`config.mk`:
```
export PLATFORM = sky130hd
export DESIGN_NAME = ext_osc_ctrl
export DESIGN_NICKNAME = d
export VERILOG_FILES = /design/src/logic/ext_osc_ctrl.v /design/src/logic/osc_edge_sync.v
export VERILOG_INCLUDE_DIRS = /design/src /design/src/logic
export SDC_FILE = /design/constraint.sdc
export NUM_CORES = 1
export LEC_CHECK = 0
export BUFFER_PORTS_ARGS = -buffer_cell sky130_fd_sc_hd__buf_2
export CORE_MARGIN = 3
export CORE_UTILIZATION = 55
export DETAILED_ROUTE_END_ITERATION = 6
export HOLD_SLACK_MARGIN = 0.05
export PLACE_DENSITY = 0.82
export SLEW_MARGIN = 20
export SYNTH_ARGS = -nofsm -noshare
export SYNTH_HDL_FRONTEND = slang
export SYNTH_SLANG_ARGS = --single-unit
```
`constraint.sdc`:
```
create_clock -name aclk -period 2.97 [get_ports aclk]
set_input_delay 0.1485 -clock aclk [delete_from_list [all_inputs] [get_ports aclk]]
set_output_delay 0.1485 -clock aclk [all_outputs]
set_load 0.1 [all_outputs]
```
`src/logic/ext_osc_defs.vh`:
```
`ifndef EXT_OSC_DEFS_VH
`define EXT_OSC_DEFS_VH

// register indices as printed, byte address is four times the index
`define CTRL_IDX 12'h0b1
`define IRQ_STAT_IDX 12'h0b4
`define IRQ_MASK_IDX 12'h0b5
`define OSC_STAT_IDX 12'h0b6
`define CTRL_ADDR 12'h2c4
`define IRQ_STAT_ADDR 12'h2d0
`define IRQ_MASK_ADDR 12'h2d4
`define OSC_STAT_ADDR 12'h2d8

// control register fields
`define VALID_BIT 7
`define MODE_HI 6
`define MODE_LO 4
`define RSVD_BIT 3
`define RANGE_HI 2
`define RANGE_LO 0
`define CTRL_RESET 8'h00

// mode codes
`define MODE_OFF0 3'h0
`define MODE_OFF1 3'h1
`define MODE_CMOS 3'h2
`define MODE_CMOS_DIV2 3'h3
`define MODE_RC 3'h4
`define MODE_CAP 3'h5
`define MODE_XTAL 3'h6
`define MODE_XTAL_DIV2 3'h7

// interrupt status bits
`define EV_VALID_SET 0
`define EV_VALID_LOST 1
`define IRQ_STAT_RESET 2'h0
`define IRQ_MASK_RESET 2'h0

// axi responses
`define RESP_OKAY 2'h0
`define RESP_SLVERR 2'h2

// timing
// 8000 system clocks, about 40 us at 200 mhz
`define GAP_CYCLES 16'h1f40
`define SETTLE_EDGES 16'h0400

`endif

```
`src/logic/ext_osc_ctrl.v`:
```
// Notes on behaviour
// - modes 00x: oscillator off, no clock
// - 010 cmos direct, 011 cmos halved
// - 100 rc mode, 101 capacitor mode
// - 110 crystal, 111 crystal halved
// - read-only valid flag in bit seven
// - valid flag meaningful only in crystal modes
// - bit three reads zero, writes ignored
// - writable three-bit drive range to analog
// - crystal mode claims both resonator pins
// - rc, cap, cmos claim only output pin
// - selected clock (ext_osc_clk) divided by eight for peripherals
// - divided clock synchronized to system clock
// - hardware sets valid once oscillator settles in a crystal mode
`include "ext_osc_defs.vh"

module ext_osc_ctrl #(
	parameter [15:0] GAP_CYCLES = `GAP_CYCLES,
	parameter [15:0] SETTLE_EDGES = `SETTLE_EDGES
) (
	input wire aclk,
	input wire aresetn,
	input wire [11:0] s_axi_awaddr,
	input wire [2:0] s_axi_awprot,
	input wire s_axi_awvalid,
	output reg s_axi_awready,
	input wire [31:0] s_axi_wdata,
	input wire [3:0] s_axi_wstrb,
	input wire s_axi_wvalid,
	output reg s_axi_wready,
	output reg [1:0] s_axi_bresp,
	output reg s_axi_bvalid,
	input wire s_axi_bready,
	input wire [11:0] s_axi_araddr,
	input wire [2:0] s_axi_arprot,
	input wire s_axi_arvalid,
	output reg s_axi_arready,
	output reg [31:0] s_axi_rdata,
	output reg [1:0] s_axi_rresp,
	output reg s_axi_rvalid,
	input wire s_axi_rready,
	input wire osc_in,
	output reg osc_enable,
	output reg [2:0] ext_osc_mode_sel,
	output reg [2:0] drive_range_sel,
	output reg resonator_in_pin_claim,
	output reg resonator_out_pin_claim,
	output reg ext_osc_clk,
	output reg periph_clk_div8,
	output reg irq
);
	wire osc_level;
	wire osc_rise;
	reg aw_held;
	reg [11:0] awaddr_held;
	reg w_held;
	reg [31:0] wdata_held;
	reg [3:0] wstrb_held;
	reg crystal_valid_flag;
	reg valid_d;
	reg [15:0] edge_cnt;
	reg [15:0] gap_cnt;
	reg div2_reg;
	reg [1:0] div8_cnt;
	reg [1:0] irq_stat;
	reg [1:0] irq_mask;
	reg [1:0] irq_stat_next;
	reg [1:0] irq_mask_next;
	reg [2:0] mode_next;
	reg [2:0] range_next;
	reg [31:0] rdata_next;
	reg rd_mapped;
	reg wr_mapped;
	reg [1:0] stat_clr;
	reg [1:0] events;
	reg sel_edge;
	wire do_write;
	wire mode_off;
	wire mode_xtal;
	wire mode_div2;
	wire [7:0] ctrl_view;
	wire [7:0] stat_view;
	wire [7:0] ctrl_rst = `CTRL_RESET;

	osc_edge_sync osc_edge_sync_inst (
		.aclk(aclk),
		.aresetn(aresetn),
		.async_in(osc_in),
		.level(osc_level),
		.rise(osc_rise)
	);

	assign do_write = aw_held & w_held & ~s_axi_bvalid;
	assign mode_off = (ext_osc_mode_sel[2:1] == 2'b00);
	assign mode_xtal = (ext_osc_mode_sel[2:1] == 2'b11);
	assign mode_div2 = (ext_osc_mode_sel == `MODE_CMOS_DIV2) ||
		(ext_osc_mode_sel == `MODE_XTAL_DIV2);

	// valid shown only while a crystal mode is selected, bit three reads zero
	assign ctrl_view = {crystal_valid_flag & mode_xtal, ext_osc_mode_sel, 1'b0,
		drive_range_sel};
	assign stat_view = {3'h0, periph_clk_div8, ext_osc_clk, resonator_out_pin_claim,
		resonator_in_pin_claim, osc_enable};

	// register write decode
	always @* begin
		mode_next = ext_osc_mode_sel;
		range_next = drive_range_sel;
		irq_mask_next = irq_mask;
		stat_clr = 2'h0;
		wr_mapped = 1'b0;
		case ({awaddr_held[11:2], 2'b00})
			`CTRL_ADDR: begin
				wr_mapped = 1'b1;
				if (do_write && wstrb_held[0]) begin
					mode_next = wdata_held[`MODE_HI:`MODE_LO];
					range_next = wdata_held[`RANGE_HI:`RANGE_LO];
				end
			end
			`IRQ_STAT_ADDR: begin
				wr_mapped = 1'b1;
				if (do_write && wstrb_held[0])
					stat_clr = wdata_held[1:0];
			end
			`IRQ_MASK_ADDR: begin
				wr_mapped = 1'b1;
				if (do_write && wstrb_held[0])
					irq_mask_next = wdata_held[1:0];
			end
			`OSC_STAT_ADDR: begin
				wr_mapped = 1'b1;
			end
			default: begin
				wr_mapped = 1'b0;
			end
		endcase
	end

	// register read decode
	always @* begin
		rdata_next = 32'h0;
		rd_mapped = 1'b1;
		case ({s_axi_araddr[11:2], 2'b00})
			`CTRL_ADDR: begin
				rdata_next = {24'h0, ctrl_view};
			end
			`IRQ_STAT_ADDR: begin
				rdata_next = {30'h0, irq_stat};
			end
			`IRQ_MASK_ADDR: begin
				rdata_next = {30'h0, irq_mask};
			end
			`OSC_STAT_ADDR: begin
				rdata_next = {24'h0, stat_view};
			end
			default: begin
				rd_mapped = 1'b0;
			end
		endcase
	end

	// events and sticky status, a new event wins over a clear
	always @* begin
		events = 2'h0;
		events[`EV_VALID_SET] = crystal_valid_flag & ~valid_d;
		events[`EV_VALID_LOST] = ~crystal_valid_flag & valid_d;
		irq_stat_next = (irq_stat & ~stat_clr) | events;
		sel_edge = osc_rise & (~mode_div2 | ~div2_reg);
	end

	// axi4-lite handshakes
	always @(posedge aclk) begin
		if (!aresetn) begin
			s_axi_awready <= 1'b1;
			s_axi_wready <= 1'b1;
			s_axi_bvalid <= 1'b0;
			s_axi_bresp <= `RESP_OKAY;
			s_axi_arready <= 1'b1;
			s_axi_rvalid <= 1'b0;
			s_axi_rdata <= 32'h0;
			s_axi_rresp <= `RESP_OKAY;
			aw_held <= 1'b0;
			awaddr_held <= 12'h0;
			w_held <= 1'b0;
			wdata_held <= 32'h0;
			wstrb_held <= 4'h0;
		end else begin
			if (s_axi_awvalid && s_axi_awready) begin
				aw_held <= 1'b1;
				awaddr_held <= s_axi_awaddr;
				s_axi_awready <= 1'b0;
			end
			if (s_axi_wvalid && s_axi_wready) begin
				w_held <= 1'b1;
				wdata_held <= s_axi_wdata;
				wstrb_held <= s_axi_wstrb;
				s_axi_wready <= 1'b0;
			end
			if (do_write) begin
				aw_held <= 1'b0;
				w_held <= 1'b0;
				s_axi_bvalid <= 1'b1;
				s_axi_bresp <= wr_mapped ? `RESP_OKAY : `RESP_SLVERR;
			end
			if (s_axi_bvalid && s_axi_bready) begin
				s_axi_bvalid <= 1'b0;
				s_axi_awready <= 1'b1;
				s_axi_wready <= 1'b1;
			end
			if (s_axi_arvalid && s_axi_arready) begin
				s_axi_arready <= 1'b0;
				s_axi_rvalid <= 1'b1;
				s_axi_rdata <= rdata_next;
				s_axi_rresp <= rd_mapped ? `RESP_OKAY : `RESP_SLVERR;
			end
			if (s_axi_rvalid && s_axi_rready) begin
				s_axi_rvalid <= 1'b0;
				s_axi_arready <= 1'b1;
			end
		end
	end

	// control registers, pin claims and interrupt
	always @(posedge aclk) begin
		if (!aresetn) begin
			ext_osc_mode_sel <= ctrl_rst[`MODE_HI:`MODE_LO];
			drive_range_sel <= ctrl_rst[`RANGE_HI:`RANGE_LO];
			osc_enable <= 1'b0;
			resonator_in_pin_claim <= 1'b0;
			resonator_out_pin_claim <= 1'b0;
			irq_stat <= `IRQ_STAT_RESET;
			irq_mask <= `IRQ_MASK_RESET;
			irq <= 1'b0;
		end else begin
			ext_osc_mode_sel <= mode_next;
			drive_range_sel <= range_next;
			osc_enable <= (mode_next[2:1] != 2'b00);
			resonator_in_pin_claim <= (mode_next[2:1] == 2'b11);
			resonator_out_pin_claim <= (mode_next[2:1] != 2'b00);
			irq_stat <= irq_stat_next;
			irq_mask <= irq_mask_next;
			irq <= |(irq_stat_next & irq_mask_next);
		end
	end

	// crystal settle detector
	always @(posedge aclk) begin
		if (!aresetn) begin
			crystal_valid_flag <= 1'b0;
			valid_d <= 1'b0;
			edge_cnt <= 16'h0;
			gap_cnt <= 16'h0;
		end else begin
			valid_d <= crystal_valid_flag;
			if (!mode_xtal) begin
				crystal_valid_flag <= 1'b0;
				edge_cnt <= 16'h0;
				gap_cnt <= 16'h0;
			end else if (osc_rise) begin
				gap_cnt <= 16'h0;
				if (edge_cnt != SETTLE_EDGES)
					edge_cnt <= edge_cnt + 16'h1;
				else
					crystal_valid_flag <= 1'b1;
			end else if (gap_cnt == GAP_CYCLES - 16'h1) begin
				crystal_valid_flag <= 1'b0;
				edge_cnt <= 16'h0;
				gap_cnt <= 16'h0;
			end else begin
				gap_cnt <= gap_cnt + 16'h1;
			end
		end
	end

	// oscillator dividers, driven from synchronized edges only
	always @(posedge aclk) begin
		if (!aresetn) begin
			div2_reg <= 1'b0;
			div8_cnt <= 2'h0;
			ext_osc_clk <= 1'b0;
			periph_clk_div8 <= 1'b0;
		end else if (mode_off) begin
			div2_reg <= 1'b0;
			div8_cnt <= 2'h0;
			ext_osc_clk <= 1'b0;
			periph_clk_div8 <= 1'b0;
		end else begin
			if (osc_rise)
				div2_reg <= ~div2_reg;
			ext_osc_clk <= mode_div2 ? div2_reg : osc_level;
			if (sel_edge) begin
				div8_cnt <= div8_cnt + 2'h1;
				if (div8_cnt == 2'h3)
					periph_clk_div8 <= ~periph_clk_div8;
			end
		end
	end
endmodule // ext_osc_ctrl

```
`src/logic/osc_edge_sync.v`:
```
module osc_edge_sync (
	input wire aclk,
	input wire aresetn,
	input wire async_in,
	output wire level,
	output wire rise
);
	reg meta_reg;
	reg sync_reg;
	reg prev_reg;

	always @(posedge aclk) begin
		if (!aresetn) begin
			meta_reg <= 1'b0;
			sync_reg <= 1'b0;
			prev_reg <= 1'b0;
		end else begin
			meta_reg <= async_in;
			sync_reg <= meta_reg;
			prev_reg <= sync_reg;
		end
	end

	assign level = sync_reg;
	assign rise = sync_reg & ~prev_reg;
endmodule // osc_edge_sync
```
Word-level counts from Yosys, hierarchy flattened

Cells that the tools add are included.

Bits in registers: 118
Bits of input ports: 74
Word-level logic and storage cells: 114

$add $sub $neg: 3
Equal/unequal tests: 17
Mux-type cells: 18
Bitwise operators: 21
Reductions and logical operators: 23

Operators by type and width:

| cell                    | number |
|---|---|
| $eq A10 B8 Y1 const B   | 8 |
| $mux W16                | 3 |
| $add A16 B1 Y16 const B | 2 |
| $pmux W8 S4             | 1 |
| $eq A16 B13 Y1 const B  | 1 |
| $ne A16 B11 Y1 const B  | 1 |
| $mux W2                 | 6 |
| $reduce_or A4 Y1        | 3 |
| $reduce_and A2 Y1       | 5 |
| $reduce_or A2 Y1        | 5 |
| $not A1 Y1              | 9 |
| $and A1 B1 Y1           | 7 |
| $eq A2 B2 Y1 const B    | 3 |
| $logic_and A1 B1 Y1     | 6 |
| $mux W1                 | 6 |
| $mux W3                 | 2 |
| $and A2 B2 Y2           | 2 |
| $reduce_bool A2 Y1      | 2 |
| $eq A3 B2 Y1 const B    | 1 |
| $eq A3 B3 Y1 const B    | 1 |
| $add A2 B1 Y2 const B   | 1 |
| $logic_not A2 Y1        | 1 |
| $ne A2 B1 Y1 const B    | 1 |
| $ne A2 B2 Y1 const B    | 1 |
| 4 further kinds         | 4 |

Longest topological paths before layout

Depth in word-level cells: 10
Mapped depth: 8

Hierarchy

Synthesis repeated with hierarchy kept, for this count alone.

Cells, all modules: 469
Area total of the unflattened synthesis: 4,204.0 µm²

By module, submodules not included:

| module        | times used | cells each | area an instance (µm²) | sequential area each (µm²) |
|---|---|---|---|---|
| ext_osc_ctrl  | 1          | 462        | 4,111.4                | 1,721.7 |
| osc_edge_sync | 1          | 7          | 92.6                   | 60.1 |

Worst setup path before layout

OpenSTA, ideal clock, no wires.

Path kind: register -> register
Start: register s_axi_arready
End: register s_axi_rdata[1]
Library setup time: 76 ps
Data arrival time: 2,258 ps
Path slack: 636 ps
Cell stages (with the launch flop): 6
Path buffers: 0
Clock period less this slack: 2,334 ps
Cells stage by stage: dfxtp_1 > nand2_1 > nor4_1 > a21boi_2 > o21ai_0 > a21boi_0

Cells in the longest elaborated chain, start to end: 1

RTL lines:

| element                | RTL line           | RTL |
|---|---|---|
| from (decl)            | ext_osc_ctrl.v:37  | `output reg s_axi_arready,` |
| from (signal assigned) | ext_osc_ctrl.v:178 | `s_axi_arready <= 1'b1;` |
| from (signal assigned) | ext_osc_ctrl.v:211 | `s_axi_arready <= 1'b0;` |
| from (signal assigned) | ext_osc_ctrl.v:218 | `s_axi_arready <= 1'b1;` |
| $logic_and A1 B1 Y1    | ext_osc_ctrl.v:210 | `if (s_axi_arvalid && s_axi_arready) begin` |
| to (signal assigned)   | ext_osc_ctrl.v:213 | `s_axi_rdata <= rdata_next;` |
| to (decl)              | ext_osc_ctrl.v:38  | `output reg [31:0] s_axi_rdata,` |

No other way between the ends.
A chain may end at the register's enable or synchronous reset.

Worst setup path in the final report

Start: register gap_cnt[0]
End: register edge_cnt[7]

Cells in the longest elaborated chain, start to end: 3

RTL lines:

| element                             | RTL line           | RTL |
|---|---|---|
| from (decl)                         | ext_osc_ctrl.v:62  | `reg [15:0] gap_cnt;` |
| from (signal assigned)              | ext_osc_ctrl.v:270 | `gap_cnt <= gap_cnt + 16'h1;` |
| $eq A16 B13 Y1                      | ext_osc_ctrl.v:265 | `end else if (gap_cnt == GAP_CYCLES - 16'h1) begin` |
| $reduce_bool A2 Y1 (no source line) | --                 |  |
| $reduce_and A2 Y1 (no source line)  | --                 |  |
| to (signal assigned)                | ext_osc_ctrl.v:262 | `edge_cnt <= edge_cnt + 16'h1;` |
| to (decl)                           | ext_osc_ctrl.v:61  | `reg [15:0] edge_cnt;` |

No other way between the ends.

==> flow_summary.json <==
{
  "hold_ws_ns": 0.05721,
  "power.density_nw_per_um2": 525.9,
  "regToRegEndpoint": "edge_cnt[7]",
  "drt_iter0_drc": 145,
  "h-tree-depth": 3,
  "nFillCells": 583,
  "ys_seq_area_share_pct": 43.79,
  "port-buffer-count": 61,
  "hp-start": "s_axi_wdata[0]",
  "endpoint": "edge_cnt[7]",
  "synth_edf_count": 0,
  "skew_ns": 0.009242,
  "period_share_pct": 71.04,
  "crit_start": "gap_cnt[0]",
  "setup.worst_path.class": "flop to flop",
  "rrSetupSlack_ns": 0.86,
  "slew_viol_final": 0,
  "antenna_left": 0,
  "hold_path_class": "primary input to flop",
  "rsz0062_at_grt": "false",
  "power.leakage_nw": 1.878,
  "wire_per_inst_um": 13.18,
  "cts_buffer_depth": 2,
  "grt_pass1_vias": 3186,
  "dpl.hpwl_um": 5858,
  "fp.dieArea_um2": 8466,
  "fp.dieH_um": 92.01,
  "grt_max_degree": 53,
  "start_kind": "flop",
  "relSlewSlack_pct": 38.55,
  "n_antenna_cell": 0,
  "largestRegisters": "edge_cnt (16), gap_cnt (16), awaddr_held (10)",
  "ff2ff_path_depth": 6,
  "tightest_slew_ns": 0.9175,
  "grt_usage_pct": 20.15,
  "start_util_pct": 58.28,
  "synth-warning-count": 0,
  "vias_per_cell": 5.309,
  "cts_tree": "built",
  "period_needed_ns": 2.110,
  "syn_to_final_growth_pct": 14.91,
  "gp_congestion": 0.8884,
  "r2r_start": "gap_cnt[0]",
  "synth.avg_cell_area_um2": 8.694,
  "grt_overflow": 0,
  "finalSetupViolations": 0,
  "cts.sinks": 89,
  "synth-seq-cells": 89,
  "maxCapViolCount": 0,
  "synth.distinct_cells": 56,
  "crit_arrival_ns": 2.36,
  "antenna_found_initial": 0,
  "fin_tns_setup_ns": 0,
  "nNetsFinal": 614,
  "cts_resized": 0,
  "ioPinCount": 127,
  "grt_first_pass_wirelength_um": 13990,
  "async_flop_share_pct": 0,
  "cp.required_ns": 3.22,
  "core_um2": 6982,
  "holdBufCountCts": 13,
  "clk_latency_ns": 0.35,
  "drc": 0,
  "dieWidth_um": 92.01,
  "numCtsBuffers": 9,
  "syn_area_um2": 4069,
  "wirelength_um": 8394,
  "critPathMaxFanout": 11,
  "seqCellArea_um2": 1782,
  "drive_gt1_share_pct": 15.71,
  "hold_viol": 0,
  "ir_drop_mv": 0.3173,
  "cts-root-buf": "clkbuf_8",
  "dr.pass1.iters": 4,
  "rows": 30,
  "clk_transition_reported_paths_ns": 0.09,
  "num_vias": 3382,
  "fmax_ghz": 0.4740,
  "multi_input_area_um2": 2068,
  "worstSetupEndpointType": "flop",
  "postCtsSetupRepairBufs": 0,
  "synthCells": 468,
  "status": "completed",
  "synth-main-ff-cell": "dfxtp_1"
}
==> synth_stat cells, types with 2 or more instances <==
master | number | area (µm²)
a22o_1 | 2 | 17.52
o31ai_1 | 3 | 22.52
mux2i_1 | 16 | 160.2
nand3b_1 | 2 | 15.01
a21o_1 | 3 | 22.52
or4_1 | 2 | 15.01
a21oi_1 | 12 | 60.06
inv_1 | 9 | 33.78
and3_1 | 5 | 31.28
buf_4 | 28 | 210.2
nand4_1 | 7 | 43.79
xnor2_1 | 10 | 87.58
nor4_1 | 5 | 31.28
nor3b_1 | 2 | 15.01
ha_1 | 4 | 50.05
nand2b_1 | 8 | 50.05
nor2_1 | 37 | 138.9
clkbuf_1 | 13 | 48.80
and4_1 | 2 | 17.52
a32o_1 | 2 | 20.02
dfxtp_1 | 89 | 1782
a21boi_0 | 21 | 157.7
and2_1 | 12 | 75.07
a22oi_1 | 6 | 45.04
nor2b_1 | 15 | 93.84
nand3_1 | 31 | 155.2
a31oi_1 | 7 | 43.79
nor3_1 | 7 | 35.03
nand2_1 | 64 | 240.2
o21ai_0 | 10 | 50.05
a311oi_1 | 2 | 17.52
xor2_1 | 8 | 70.07
==> stage by stage <==
step	util, %	worst slack [ns]	cells	area, µm²	power [W]
2_1_floorplan	-	0.6362	493	4163	0.001539
3_3_place_gp	61.94	0.8843	608	4324	0.001555
3_5_place_dp	61.94	0.8453	608	4324	0.001561
4_1_cts	66.97	0.8238	637	4676	0.002468
5_1_grt	66.97	0.5397	637	4676	0.002546
6_report	66.97	0.8602	637	4676	0.002459
==> placed cells by master (no fill, tap or decap), drive strengths merged, types with 7 or more instances in the layout <==
cell / n
nor2: 37
nor2b: 15
a21oi: 12
dfxtp: 89
dlygate4sd3: 13
nand3: 31
nor3: 7
buf: 63
o21ai: 10
clkbuf: 12
nand2b: 8
nand4: 7
a21boi: 22
and2: 12
mux2i: 16
xor2: 8
xnor2: 10
nand2: 64
conb: 26
inv: 9
a31oi: 7
==> worst max-delay path, stage by stage (launching register included) <==
cell and delay [ns]:
dfxtp_1 0.38, ha_1 0.21, nand4_1 0.22, nor4_2 0.34
a31oi_1 0.38, a22o_1 0.31, a21o_1 0.17
==> kinds of logic (layout without fill, tap and decap cells) <==
kind of cell	after synthesis	in the layout	share of synthesized area, %
AOI/OAI and AO/OA	76	76	13.01
buffers and inverters	53	101	7.687
other	1	26	0.09216
DFF	89	89	43.79
xor gates and xnor gates	18	18	3.875
and+or+nand+nor	211	211	26.38
adders and majority gates	4	4	1.230
muxes	16	16	3.936
==> layout make-up <==
| type | instances | share of cell area (%) |
|---|---|---|
| Clock buffer | 12 | 3.104 |
| Clock inverter | 4 | 1.632 |
| Inverter | 9 | 0.7225 |
| Multi-Input combinational cell | 351 | 44.23 |
| Sequential cell | 89 | 38.11 |
| Tap cell | 96 | 2.569 |
| Timing Repair Buffer | 76 | 9.633 |
==> power breakdown <==
group | switching (W) | internal [W]
clock network | 0.000411 | 0.000499
logic | 0.000251 | 0.0000613
registers | 0.0000203 | 0.00122
==> how the worst min path moves through the flow <==
stage	endpoint	slack (ns)	depth (start not counted)
2_1_floorplan	s_axi_awready	0.25	1
3_3_place_gp	s_axi_awready	0.36	2
3_5_place_dp	s_axi_awready	0.36	2
4_1_cts	wdata_held[0]	0.05	3
5_1_grt	wdata_held[2]	0.06	3
6_report	wdata_held[0]	0.06	3
==> metal layers <==
metal / global-route usage, % / routed length [µm] / vias up
li1: - / - / 1705
met1: 24.52 / 3624 / 1568
met2: 34.67 / 4197 / 101
met3: 5.168 / 492 / 8
met4: 6.683 / 79 / 0
met5: 0 / 0 / -
No activity file was read; power rests on OpenSTA's default activity.
